`config.mk`:
```
export PLATFORM = sky130hd
export DESIGN_NAME = aptf_top
export DESIGN_NICKNAME = d
export VERILOG_FILES = /design/src/aptf_pkg.sv /design/src/aptf_top.sv
export SDC_FILE = /design/constraint.sdc
export NUM_CORES = 2
export LEC_CHECK = 0
export BUFFER_PORTS_ARGS = -buffer_cell sky130_fd_sc_hd__buf_4
export CAP_MARGIN = 15
export CORE_ASPECT_RATIO = 0.6
export CORE_MARGIN = 3
export CORE_UTILIZATION = 45
export DETAILED_ROUTE_END_ITERATION = 8
export RECOVER_POWER = 50
export SLEW_MARGIN = 20
export SYNTH_ARGS = -nofsm -noshare
export SYNTH_HDL_FRONTEND = slang
export SYNTH_SLANG_ARGS = --single-unit
```
`constraint.sdc`:
```
create_clock -name ref_clk -period 18.15 [get_ports ref_clk]
set_clock_uncertainty 0.05 [all_clocks]
set_input_delay 1.815 -clock ref_clk [delete_from_list [all_inputs] [get_ports ref_clk]]
set_output_delay 1.815 -clock ref_clk [all_outputs]
set_load 0.01 [all_outputs]
```
`src/aptf_pkg.sv`:
```
// Constants and types for the active power to frequency path
package aptf_pkg;

  // Master clock and internal sample rate
  localparam int unsigned CLK_HZ      = 10_000_000;
  localparam int unsigned SAMPLE_HZ   = 27_965;
  localparam logic [8:0]  SAMPLE_CYC_M1 = 9'(CLK_HZ / SAMPLE_HZ - 1);

  // Product low-pass corner, in centi-hertz (8.9 Hz)
  localparam int unsigned LPF_CORNER_CHZ = 890;
  // Shift giving 2^-k close to 2*pi*fc/fs
  localparam int unsigned LPF_SHIFT =
    $clog2((SAMPLE_HZ * 100) / ((6283 * LPF_CORNER_CHZ) / 1000));
  // Dc-removal shift for current and voltage channels, corner well below line frequency
  localparam int unsigned HPF_SHIFT = 12;

  // Supply monitor filter time, in ms, and its length in sample ticks
  localparam int unsigned SUP_FILT_MS = 10;
  localparam logic [8:0]  SUP_FILT_TICKS = 9'(SAMPLE_HZ * SUP_FILT_MS / 1000);

  // Output pulse widths
  localparam int unsigned SLOW_PULSE_MS = 90;
  localparam logic [11:0] SLOW_PULSE_TICKS = 12'(SAMPLE_HZ * SLOW_PULSE_MS / 1000);
  localparam logic [11:0] CF_PULSE_TICKS   = 12'h002;

  // Energy per slow pulse at the slowest rate selection
  localparam logic [43:0] SLOW_BASE = 44'h400_0000_0000;
  // Calibration output runs at most 2^11 = 2048 times the slow rate
  localparam logic [3:0]  CF_SCALE_MAX = 4'hB;
  localparam logic [3:0]  CF_SCALE_RST = 4'h0;

  // Register offsets
  localparam logic [3:0] REG_CTRL   = 4'h0;
  localparam logic [3:0] REG_STATUS = 4'h4;
  localparam logic [3:0] REG_COUNT  = 4'h8;

  // Register bus request
  typedef struct packed {
    logic [3:0]  addr;
    logic [31:0] wData;
    logic        wr;
    logic        rd;
  } aptf_bus_t;

  // Whole state of the block
  typedef struct packed {
    logic [8:0]         tickCnt;
    logic [8:0]         supCnt;
    logic               supplyGood;
    logic signed [31:0] dcI;
    logic signed [31:0] dcV;
    logic signed [31:0] lpf;
    logic [43:0]        slowAcc;
    logic [43:0]        cfAcc;
    logic [11:0]        slowW;
    logic [11:0]        cfW;
    logic               slowSel;
    logic               outA_n;
    logic               outB_n;
    logic               outCf_n;
    logic [3:0]         cfScale;
    logic [15:0]        pulseCount;
    logic [31:0]        rdData;
  } aptf_state_t;

  localparam aptf_state_t ST_RESET = '{
    outA_n: 1'b1, outB_n: 1'b1, outCf_n: 1'b1,
    cfScale: CF_SCALE_RST, default: '0};

endpackage

```
`src/aptf_top.sv`:
```
// Active power path: filters, multiplier and pulse-rate converter
//
// Overview of operation
// [RULE1] HPF removes current dc when selected
// [RULE2] Phase compensation only while HPF enabled
// [RULE3] Filtered product dc accumulates as power
// [RULE4] First-order product LPF, 8.9 Hz corner
// [RULE5] Integrate LPF output into pulse rate
// [RULE6] Calibration rate up to 2048 times slow
// [RULE7] Slow outputs from much longer accumulation
// [RULE8] Hold reset while supply below 4 V
// [RULE9] Supply decision filtered with hysteresis
// [RULE10] Counter averages calibration pulses over time
// [RULE11] Current gain 1, 2, 8 or 16
// [RULE12] Multiply current and voltage samples directly
// [RULE13] Slow pulses are active low
// [RULE14] Four base rates, binary clock fractions
// [RULE15] Reset clears accumulators, no pulses
`timescale 1ns/1ps
`default_nettype none

module aptf_top (
  // Clock and reset
  input  wire logic               ref_clk,
  input  wire logic               rst,
  // Converter samples and supply comparator
  input  wire logic signed [15:0] currentSample,
  input  wire logic signed [15:0] voltageSample,
  input  wire logic               analogSupply,
  // Mode pins
  input  wire logic               hpfSelectIn,
  input  wire logic               gainSelectLsb,
  input  wire logic               gainSelectMsb,
  input  wire logic               rateSelectLsb,
  input  wire logic               rateSelectMsb,
  // Register port
  input  wire aptf_pkg::aptf_bus_t bus,
  output logic             [31:0] rdData,
  // Pulse outputs
  output logic                    slowPulseOutA_n,
  output logic                    slowPulseOutB_n,
  output logic                    calibrationPulseOut_n
);

  aptf_pkg::aptf_state_t s;
  aptf_pkg::aptf_state_t n;

  logic               tick;
  logic signed [32:0] diffI;
  logic signed [32:0] diffV;
  logic signed [15:0] hpI;
  logic signed [15:0] hpV;
  logic        [2:0]  gainShift;
  logic signed [20:0] gI;
  logic signed [36:0] prod;
  logic signed [31:0] power;
  logic signed [32:0] diffL;
  logic        [43:0] pos;
  logic        [43:0] slowThr;
  logic        [43:0] cfThr;
  logic        [43:0] slowSum;
  logic        [43:0] cfSum;

  // Datapath terms, all from current state and pins
  always_comb begin
    tick  = (s.tickCnt == aptf_pkg::SAMPLE_CYC_M1);
    diffI = $signed({currentSample[15], currentSample, 16'h0000})
            - $signed({s.dcI[31], s.dcI});
    diffV = $signed({voltageSample[15], voltageSample, 16'h0000})
            - $signed({s.dcV[31], s.dcV});
    // Dc estimate subtracted only while the filter is selected
    hpI = hpfSelectIn ? diffI[31:16] : currentSample; // [RULE1]
    // Voltage sees the same filter, so both channels share its phase
    hpV = hpfSelectIn ? diffV[31:16] : voltageSample; // [RULE2]
    case ({gainSelectMsb, gainSelectLsb}) // [RULE11]
      2'b00:   gainShift = 3'h0;
      2'b01:   gainShift = 3'h1;
      2'b10:   gainShift = 3'h3;
      2'b11:   gainShift = 3'h4;
      default: gainShift = 3'h0;
    endcase
    gI    = {{5{hpI[15]}}, hpI} <<< gainShift;
    prod  = gI * hpV; // [RULE12]
    power = prod[36:5];
    diffL = $signed({power[31], power}) - $signed({s.lpf[31], s.lpf});
    // Only positive filtered power is counted as energy
    pos = s.lpf[31] ? 44'h000_0000_0000 : {12'h000, s.lpf}; // [RULE3]
    // Higher rate select halves the energy per pulse
    slowThr = aptf_pkg::SLOW_BASE >> {rateSelectMsb, rateSelectLsb}; // [RULE14]
    cfThr   = slowThr >> s.cfScale; // [RULE6]
    slowSum = s.slowAcc + pos;
    cfSum   = s.cfAcc + pos;
  end

  // Next state
  always_comb begin
    n = s;
    n.tickCnt = tick ? 9'h000 : 9'(s.tickCnt + 9'h001);

    // Read data stand for one cycle only
    n.rdData = 32'h0000_0000;
    if (bus.rd) begin
      case (bus.addr)
        aptf_pkg::REG_CTRL:   n.rdData = {28'h000_0000, s.cfScale};
        aptf_pkg::REG_STATUS: n.rdData = {30'h0000_0000, s.slowSel, s.supplyGood};
        aptf_pkg::REG_COUNT:  n.rdData = {16'h0000, s.pulseCount};
        default:              n.rdData = 32'h0000_0000;
      endcase
    end
    if (bus.wr && bus.addr == aptf_pkg::REG_CTRL) begin
      // Out-of-range scale values clamp to the 2048x setting
      n.cfScale = (bus.wData[3:0] > aptf_pkg::CF_SCALE_MAX)
                  ? aptf_pkg::CF_SCALE_MAX : bus.wData[3:0];
    end

    // Supply monitor: integrating counter, switch only at its ends
    if (tick) begin
      if (analogSupply && s.supCnt < aptf_pkg::SUP_FILT_TICKS) begin
        n.supCnt = 9'(s.supCnt + 9'h001); // [RULE9]
      end else if (!analogSupply && s.supCnt != 9'h000) begin
        n.supCnt = 9'(s.supCnt - 9'h001); // [RULE9]
      end
      if (n.supCnt == aptf_pkg::SUP_FILT_TICKS) begin
        n.supplyGood = 1'b1; // [RULE8]
      end else if (n.supCnt == 9'h000) begin
        n.supplyGood = 1'b0; // [RULE8]
      end
    end

    if (!s.supplyGood) begin
      // Logic held in reset: nothing accumulates, no pulse leaves
      n.dcI     = '0; // [RULE8]
      n.dcV     = '0;
      n.lpf     = '0;
      n.slowAcc = '0; // [RULE15]
      n.cfAcc   = '0; // [RULE15]
      n.slowW   = '0;
      n.cfW     = '0;
      n.slowSel = 1'b0;
    end else if (tick) begin
      // Dc trackers; cleared while bypassed so re-enable starts clean
      if (hpfSelectIn) begin
        n.dcI = s.dcI + 32'(diffI >>> aptf_pkg::HPF_SHIFT); // [RULE1]
        n.dcV = s.dcV + 32'(diffV >>> aptf_pkg::HPF_SHIFT); // [RULE2]
      end else begin
        n.dcI = '0; // [RULE2]
        n.dcV = '0;
      end
      // One-pole low-pass on the instantaneous power
      n.lpf = s.lpf + 32'(diffL >>> aptf_pkg::LPF_SHIFT); // [RULE4]

      // Slow converter: long integration averages out line ripple
      if (slowSum >= slowThr) begin
        n.slowAcc    = slowSum - slowThr; // [RULE7]
        n.slowW      = aptf_pkg::SLOW_PULSE_TICKS;
        n.slowSel    = ~s.slowSel;
        n.pulseCount = 16'(s.pulseCount + 16'h0001);
      end else begin
        n.slowAcc = slowSum; // [RULE5]
        if (s.slowW != 12'h000) begin
          n.slowW = 12'(s.slowW - 12'h001);
        end
      end

      // Calibration converter: short integration, ripple passes
      if (cfSum >= cfThr) begin
        n.cfAcc = cfSum - cfThr; // [RULE6]
        n.cfW   = aptf_pkg::CF_PULSE_TICKS;
      end else begin
        n.cfAcc = cfSum; // [RULE5]
        if (s.cfW != 12'h000) begin
          n.cfW = 12'(s.cfW - 12'h001);
        end
      end
    end

    // Slow pulses alternate between the two pins, low while active
    n.outA_n  = !(n.slowW != 12'h000 && !n.slowSel); // [RULE13]
    n.outB_n  = !(n.slowW != 12'h000 && n.slowSel);  // [RULE13]
    n.outCf_n = !(n.cfW != 12'h000); // [RULE15]
  end

  // State register
  always_ff @(posedge ref_clk or posedge rst) begin
    if (rst) begin
      s <= aptf_pkg::ST_RESET;
    end else begin
      s <= n;
    end
  end

  // Outputs straight from state flops
  assign rdData                = s.rdData;
  assign slowPulseOutA_n       = s.outA_n;
  assign slowPulseOutB_n       = s.outB_n;
  assign calibrationPulseOut_n = s.outCf_n;

endmodule

`default_nettype wire

```
# Word-level counts from Yosys, hierarchy flattened
# Index checks and enable logic that the tools add are counted.
dict set report totals {
  out_inout_bits 35
  register_bits 283
}
dict set report classes {
  n_lt_le_gt_ge 4
  multipliers 1
  n_addsub 16
  muxes 23
  bitwise_logic 1
  n_shift 3
  n_eq_ne 8
  reduce_logical 21
}
# cell count
set ops {}
lappend ops {{two-way mux 209 bit} 2}
lappend ops {{subtractor 32 x 32 -> 33 bit} 3}
lappend ops {{adder 44 x 31 -> 44 bit} 2}
lappend ops {{>= comparator 44 bit} 2}
lappend ops {{two-way mux 44 bit} 2}
lappend ops {{subtractor 44 bit} 2}
lappend ops {{adder 32 x 21 -> 32 bit} 2}
lappend ops {{two-way mux 64 bit} 1}
lappend ops {{two-way mux 12 bit} 4}
lappend ops {{two-way mux 16 bit} 3}
lappend ops {{one-hot mux 16 bit (3 select lines)} 1}
lappend ops {{nonzero test 12 bit} 4}
lappend ops {{>> shifter 43 x 2 -> 44 bit, first input constant} 1}
lappend ops {{>> shifter 44 x 4 -> 44 bit} 1}
lappend ops {{multiplier 21 x 16 -> 37 bit} 1}
lappend ops {{two-way mux 9 bit} 4}
lappend ops {{adder 32 x 24 -> 32 bit} 1}
lappend ops {{two-way mux 31 bit} 1}
lappend ops {{subtractor 12 x 1 -> 12 bit, second input constant} 2}
lappend ops {{<<< shifter 21 x 3 -> 21 bit} 1}
lappend ops {{adder 9 x 1 -> 9 bit, second input constant} 2}
lappend ops {{equality test 9 bit, second input constant} 2}
lappend ops {{adder 16 x 1 -> 16 bit, second input constant} 1}
lappend ops {{one-hot mux 3 bit (4 select lines)} 1}
lappend ops {{other kinds (20)} 31}

# Longest topological paths before layout
dict set report logic_depth {
  ltp_word 11
  mapped_depth 63
  ltp_nobuf 63
}

# Least setup slack after synthesis
# No wires, ideal clock.
dict set report synth_timing {
  path_type {input to register}
  startpoint {in currentSample[0]}
  endpoint {reg s[199] (netlist bit)}
  path_slack_ns 3.835
  path_stages 53
  t_arrival_ns 14.142
  t_required_ns 17.977
  cell_sequence {ha_1 -> nand2b_1 -> o21bai_1 -> a21oi_1 -> nand2b_1 -> a211oi_1 -> a311o_1 -> a211oi_1 -> xnor2_1 -> mux2i_1 -> o21ai_0 -> a21oi_1 -> mux2i_1 -> clkbuf_1 -> nand2_1 -> fa_1 -> fa_1 -> fa_1 -> [... 17 more ...] -> a21oi_1 -> xnor2_1 -> ha_1 -> o21ai_0 -> nand2b_1 -> a21o_1 -> a21o_1 -> a21oi_1 -> nand2_1 -> o21ai_0 -> ha_1 -> a21o_1 -> a221o_1 -> a21oi_1 -> nor4_1 -> a221oi_1 -> nand3_1 -> mux2i_1}
}
dict set report synth_between {
  elab_chain_len 8
}
# item line
set synth_lines {}
lappend synth_lines {{start: declaration} aptf_top.sv:27} ;# input wire logic signed [15:0] currentSample,
lappend synth_lines {{subtractor 32 x 32 -> 33 bit} aptf_top.sv:68} ;# - $signed({s.dcI[31], s.dcI});
lappend synth_lines {{two-way mux 16 bit *} aptf_top.sv:72} ;# hpI = hpfSelectIn ? diffI[31:16] : currentSample;
lappend synth_lines {{<<< shifter 21 x 3 -> 21 bit *} aptf_top.sv:82} ;# gI = {{5{hpI[15]}}, hpI} <<< gainShift;
lappend synth_lines {{multiplier 21 x 16 -> 37 bit *} aptf_top.sv:83} ;# prod = gI * hpV;
lappend synth_lines {{subtractor 32 x 32 -> 33 bit *} aptf_top.sv:85} ;# diffL = $signed({power[31], power}) - $signed({s.lpf[31], s.lpf});
lappend synth_lines {{adder 32 x 24 -> 32 bit *} aptf_top.sv:150} ;# n.lpf = s.lpf + 32'(diffL >>> aptf_pkg::LPF_SHIFT);
lappend synth_lines {{two-way mux 209 bit *} aptf_top.sv:140} ;# end else if (tick) begin
lappend synth_lines {{two-way mux 209 bit *} aptf_top.sv:130} ;# if (!s.supplyGood) begin
lappend synth_lines {{end signal: assignment} aptf_top.sv:186} ;# s <= aptf_pkg::ST_RESET;
lappend synth_lines {{end signal: assignment} aptf_top.sv:188} ;# s <= n;
lappend synth_lines {{end: declaration} aptf_top.sv:45} ;# aptf_pkg::aptf_state_t s;
# Every way passes the cells marked *; elsewhere a longest branch is shown, timed or not. The select of a mux whose other input is x is not followed.
# A chain may end at the register's enable or synchronous reset.

# Worst setup path after layout
# Same ends and word-level chain as after synthesis.

==> out/qor.txt <==
Status - complete, but fails checks
Failing checks - capacitance limit, slew limit
Detailed Routing Iterations Pass 1 - 6
WL final - 96.31 mm
H-Tree Depth - 1
Most used cell, CP - a21o_1
Final Cycle Share - 0.9100
Syn. warnings - 0
IO Port Bufs - 68
Crit Path Category - primary input to flop
Fmax - 60.55 MHz
Final setup vio count - 0
Post-CTS Setup Inserts - 0
Final core utilization - 0.4886
Reg clk slew, reported paths - 60 ps
CTS root buf - clkbuf_16
Critical Path AT - 16,970 ps
Nets - 4,954
CTS Hold Bufs - 0
Non-filler cells, final - 5,281
Sequential element share of the synthesized area - 0.1887
Global-route wire length before repair - 155.3 mm
Smallest hold slack - 411.6 ps
Gr ovfl total - 0
Fin. max-slew vios - 413
Post-cts resize count - 0
Crit Path Max Fanout - 10
Die height - 223.4 µm
Post-synth cell types - 84
Mapped Area - 35,430 µm²
RePlAce Congestion - 0.9066
Initial core utilization - 0.4555
IO Pins - 113
Sink Count - 267
Hold path start - s[47]
Startpoint Class - primary input
Syn Inst Count - 4,214
EDFF count, synth - 0
Skew-Pair Late Insertion Delay - 630 ps
Synth Flop Type - dfrtp_1
Largest net degree at the start of global routing - 101
Most frequent cells in the layout - inv_1 (505), nand2_1 (449), nor2_1 (432), ha_1 (339), fa_1 (336)
Yosys reg bits - 267
RSZ-0062 raised after global routing - false
Slowest CP cell - o21ai_0
Row cnt - 79
Critical Path Sink Type - flop
Antenna Nets Post-Route - 0
CTS buffer count - 31
Critical R2R Launch - s[240]
Slew headroom - -2.570
Maximum root-to-sink buffer count - 3
Worst-Margin Slew - 5354 ps
Share of flip-flops with an asynchronous set or reset - 1.000
Worst path required time - 18,600 ps
Vias in the first global route - 27,130
Initial antenna violation count - 0
GRT Resource Usage Total - 0.2345
Final min period - 16,520 ps
Worst Setup SP - currentSample[0]
DRC Markers - 0
Die X - 368.2 µm
DPL Wire Length - 75.35 mm
CTS tree - built
Setup TNS - 0 ps
Share of cells above drive strength 1 - 0.05419
P&R area growth vs syn - 7.286%
Via density per instance - 5.485
Synth Area per Inst - 8.408 µm²
Via count - 28,970
Largest stage delay on the critical path - 890 ps
DIE AREA - 82,250 µm²
WL/cell - 18.24 µm
Initial detailed-routing violation count - 2,728
Most common cell after layout, fill and taps aside - inv_1
Post-Place Cells - 5,221
Hold WC Path Type - flop to flop
Max capacitance violation total - 6
Final Hold Fails - 0
Core area - 77,790 µm²
==> metrics by stage <==
stage	worst slack (ps)	instance area [µm²]
2_1_floorplan	3835	35490
6_report	1634	38010
3_5_place_dp	1355	36950
4_1_cts	1988	38070
3_3_place_gp	1562	36950
5_1_grt	807.4	38010
==> Yosys cell counts (all sizes together), types with 19 or more instances <==
cell type	instances	share of area
inv	507	0.054
nand2	451	0.048
nor2	434	0.046
ha	339	0.12
fa	336	0.19
a21oi	267	0.038
dfrtp	264	0.19
xnor2	196	0.048
o21ai	167	0.024
clkbuf	128	0.014
xor2	107	0.026
a21o	88	0.019
nor3	84	0.012
nor2b	71	0.013
nand3	63	0.0089
mux2i	59	0.017
nand2b	56	0.0099
o22ai	47	0.0083
and2	43	0.0076
o21a	42	0.0089
buf	41	0.0078
or3	35	0.0062
a211oi	31	0.0067
o21bai	31	0.0066
a31oi	26	0.0048
and3	26	0.0046
nand4	26	0.0046
mux2	23	0.0073
nor4	21	0.0037
or2	19	0.0034
==> logic make-up after synthesis <==
kind of cell / Yosys count / synth area share
simple gates: 1369 / 0.1761
fa+ha+maj: 675 / 0.3096
buf+inv: 677 / 0.07522
xor+xnor: 303 / 0.07490
other cells: 1 / 0.0001058
compound gates: 837 / 0.1496
mux: 85 / 0.02589
flops: 267 / 0.1887
==> path summary, 6_finish.rpt <==
| path | to | slack [ps] | cells after the start |
|---|---|---|---|
| max in group asynchronous | s[279] | 11090 | 3 |
| hold / removal | s[47] | 410 | 1 |
| setup reg to reg | s[199] | 1760 | 51 |
| min in group asynchronous | s[245] | 2370 | 2 |
| hold reg to reg | s[47] | 410 | 1 |
| setup / recovery | s[199] | 1630 | 52 |
==> cell type report <==
class | count | area (µm²)
Multi-Input combinational cell | 3285 | 26200
Antenna cell | 2 | 5.005
Inverter | 508 | 1911
Fill cell | 7547 | 39780
Sequential cell | 267 | 6685
Timing Repair Buffer | 108 | 784.5
Clock inverter | 16 | 214.0
Tap cell | 1053 | 1318
Clock buffer | 42 | 897.1
==> layer usage <==
metal | GRT usage | part of all wire
met2 | 0.2918 | 0.36
met4 | 0.02532 | 0.010
met1 | 0.3978 | 0.53
met5 | 0.004079 | 0.00043
met3 | 0.06262 | 0.092
==> registers in the layout, summed over array words and instances (netlist names) <==
signal                 cells
calibrationPulseOut_n      1
slowPulseOutB_n            1
slowPulseOutA_n            1
rdData                    16
s                        248
==> worst max-delay path, delay by kind of cell <==
kind | cells | cell delay [ps]
AOI/OAI and AO/OA | 26 | 8010
xor gates and xnor gates | 1 | 140
adders and majority gates | 10 | 4460
buffers and inverters | 5 | 340
muxes | 3 | 1250
and+or+nand+nor | 7 | 930
Power is not shown: default switching activity piles up to over one toggle a cycle in this logic, so the estimate is an artifact.
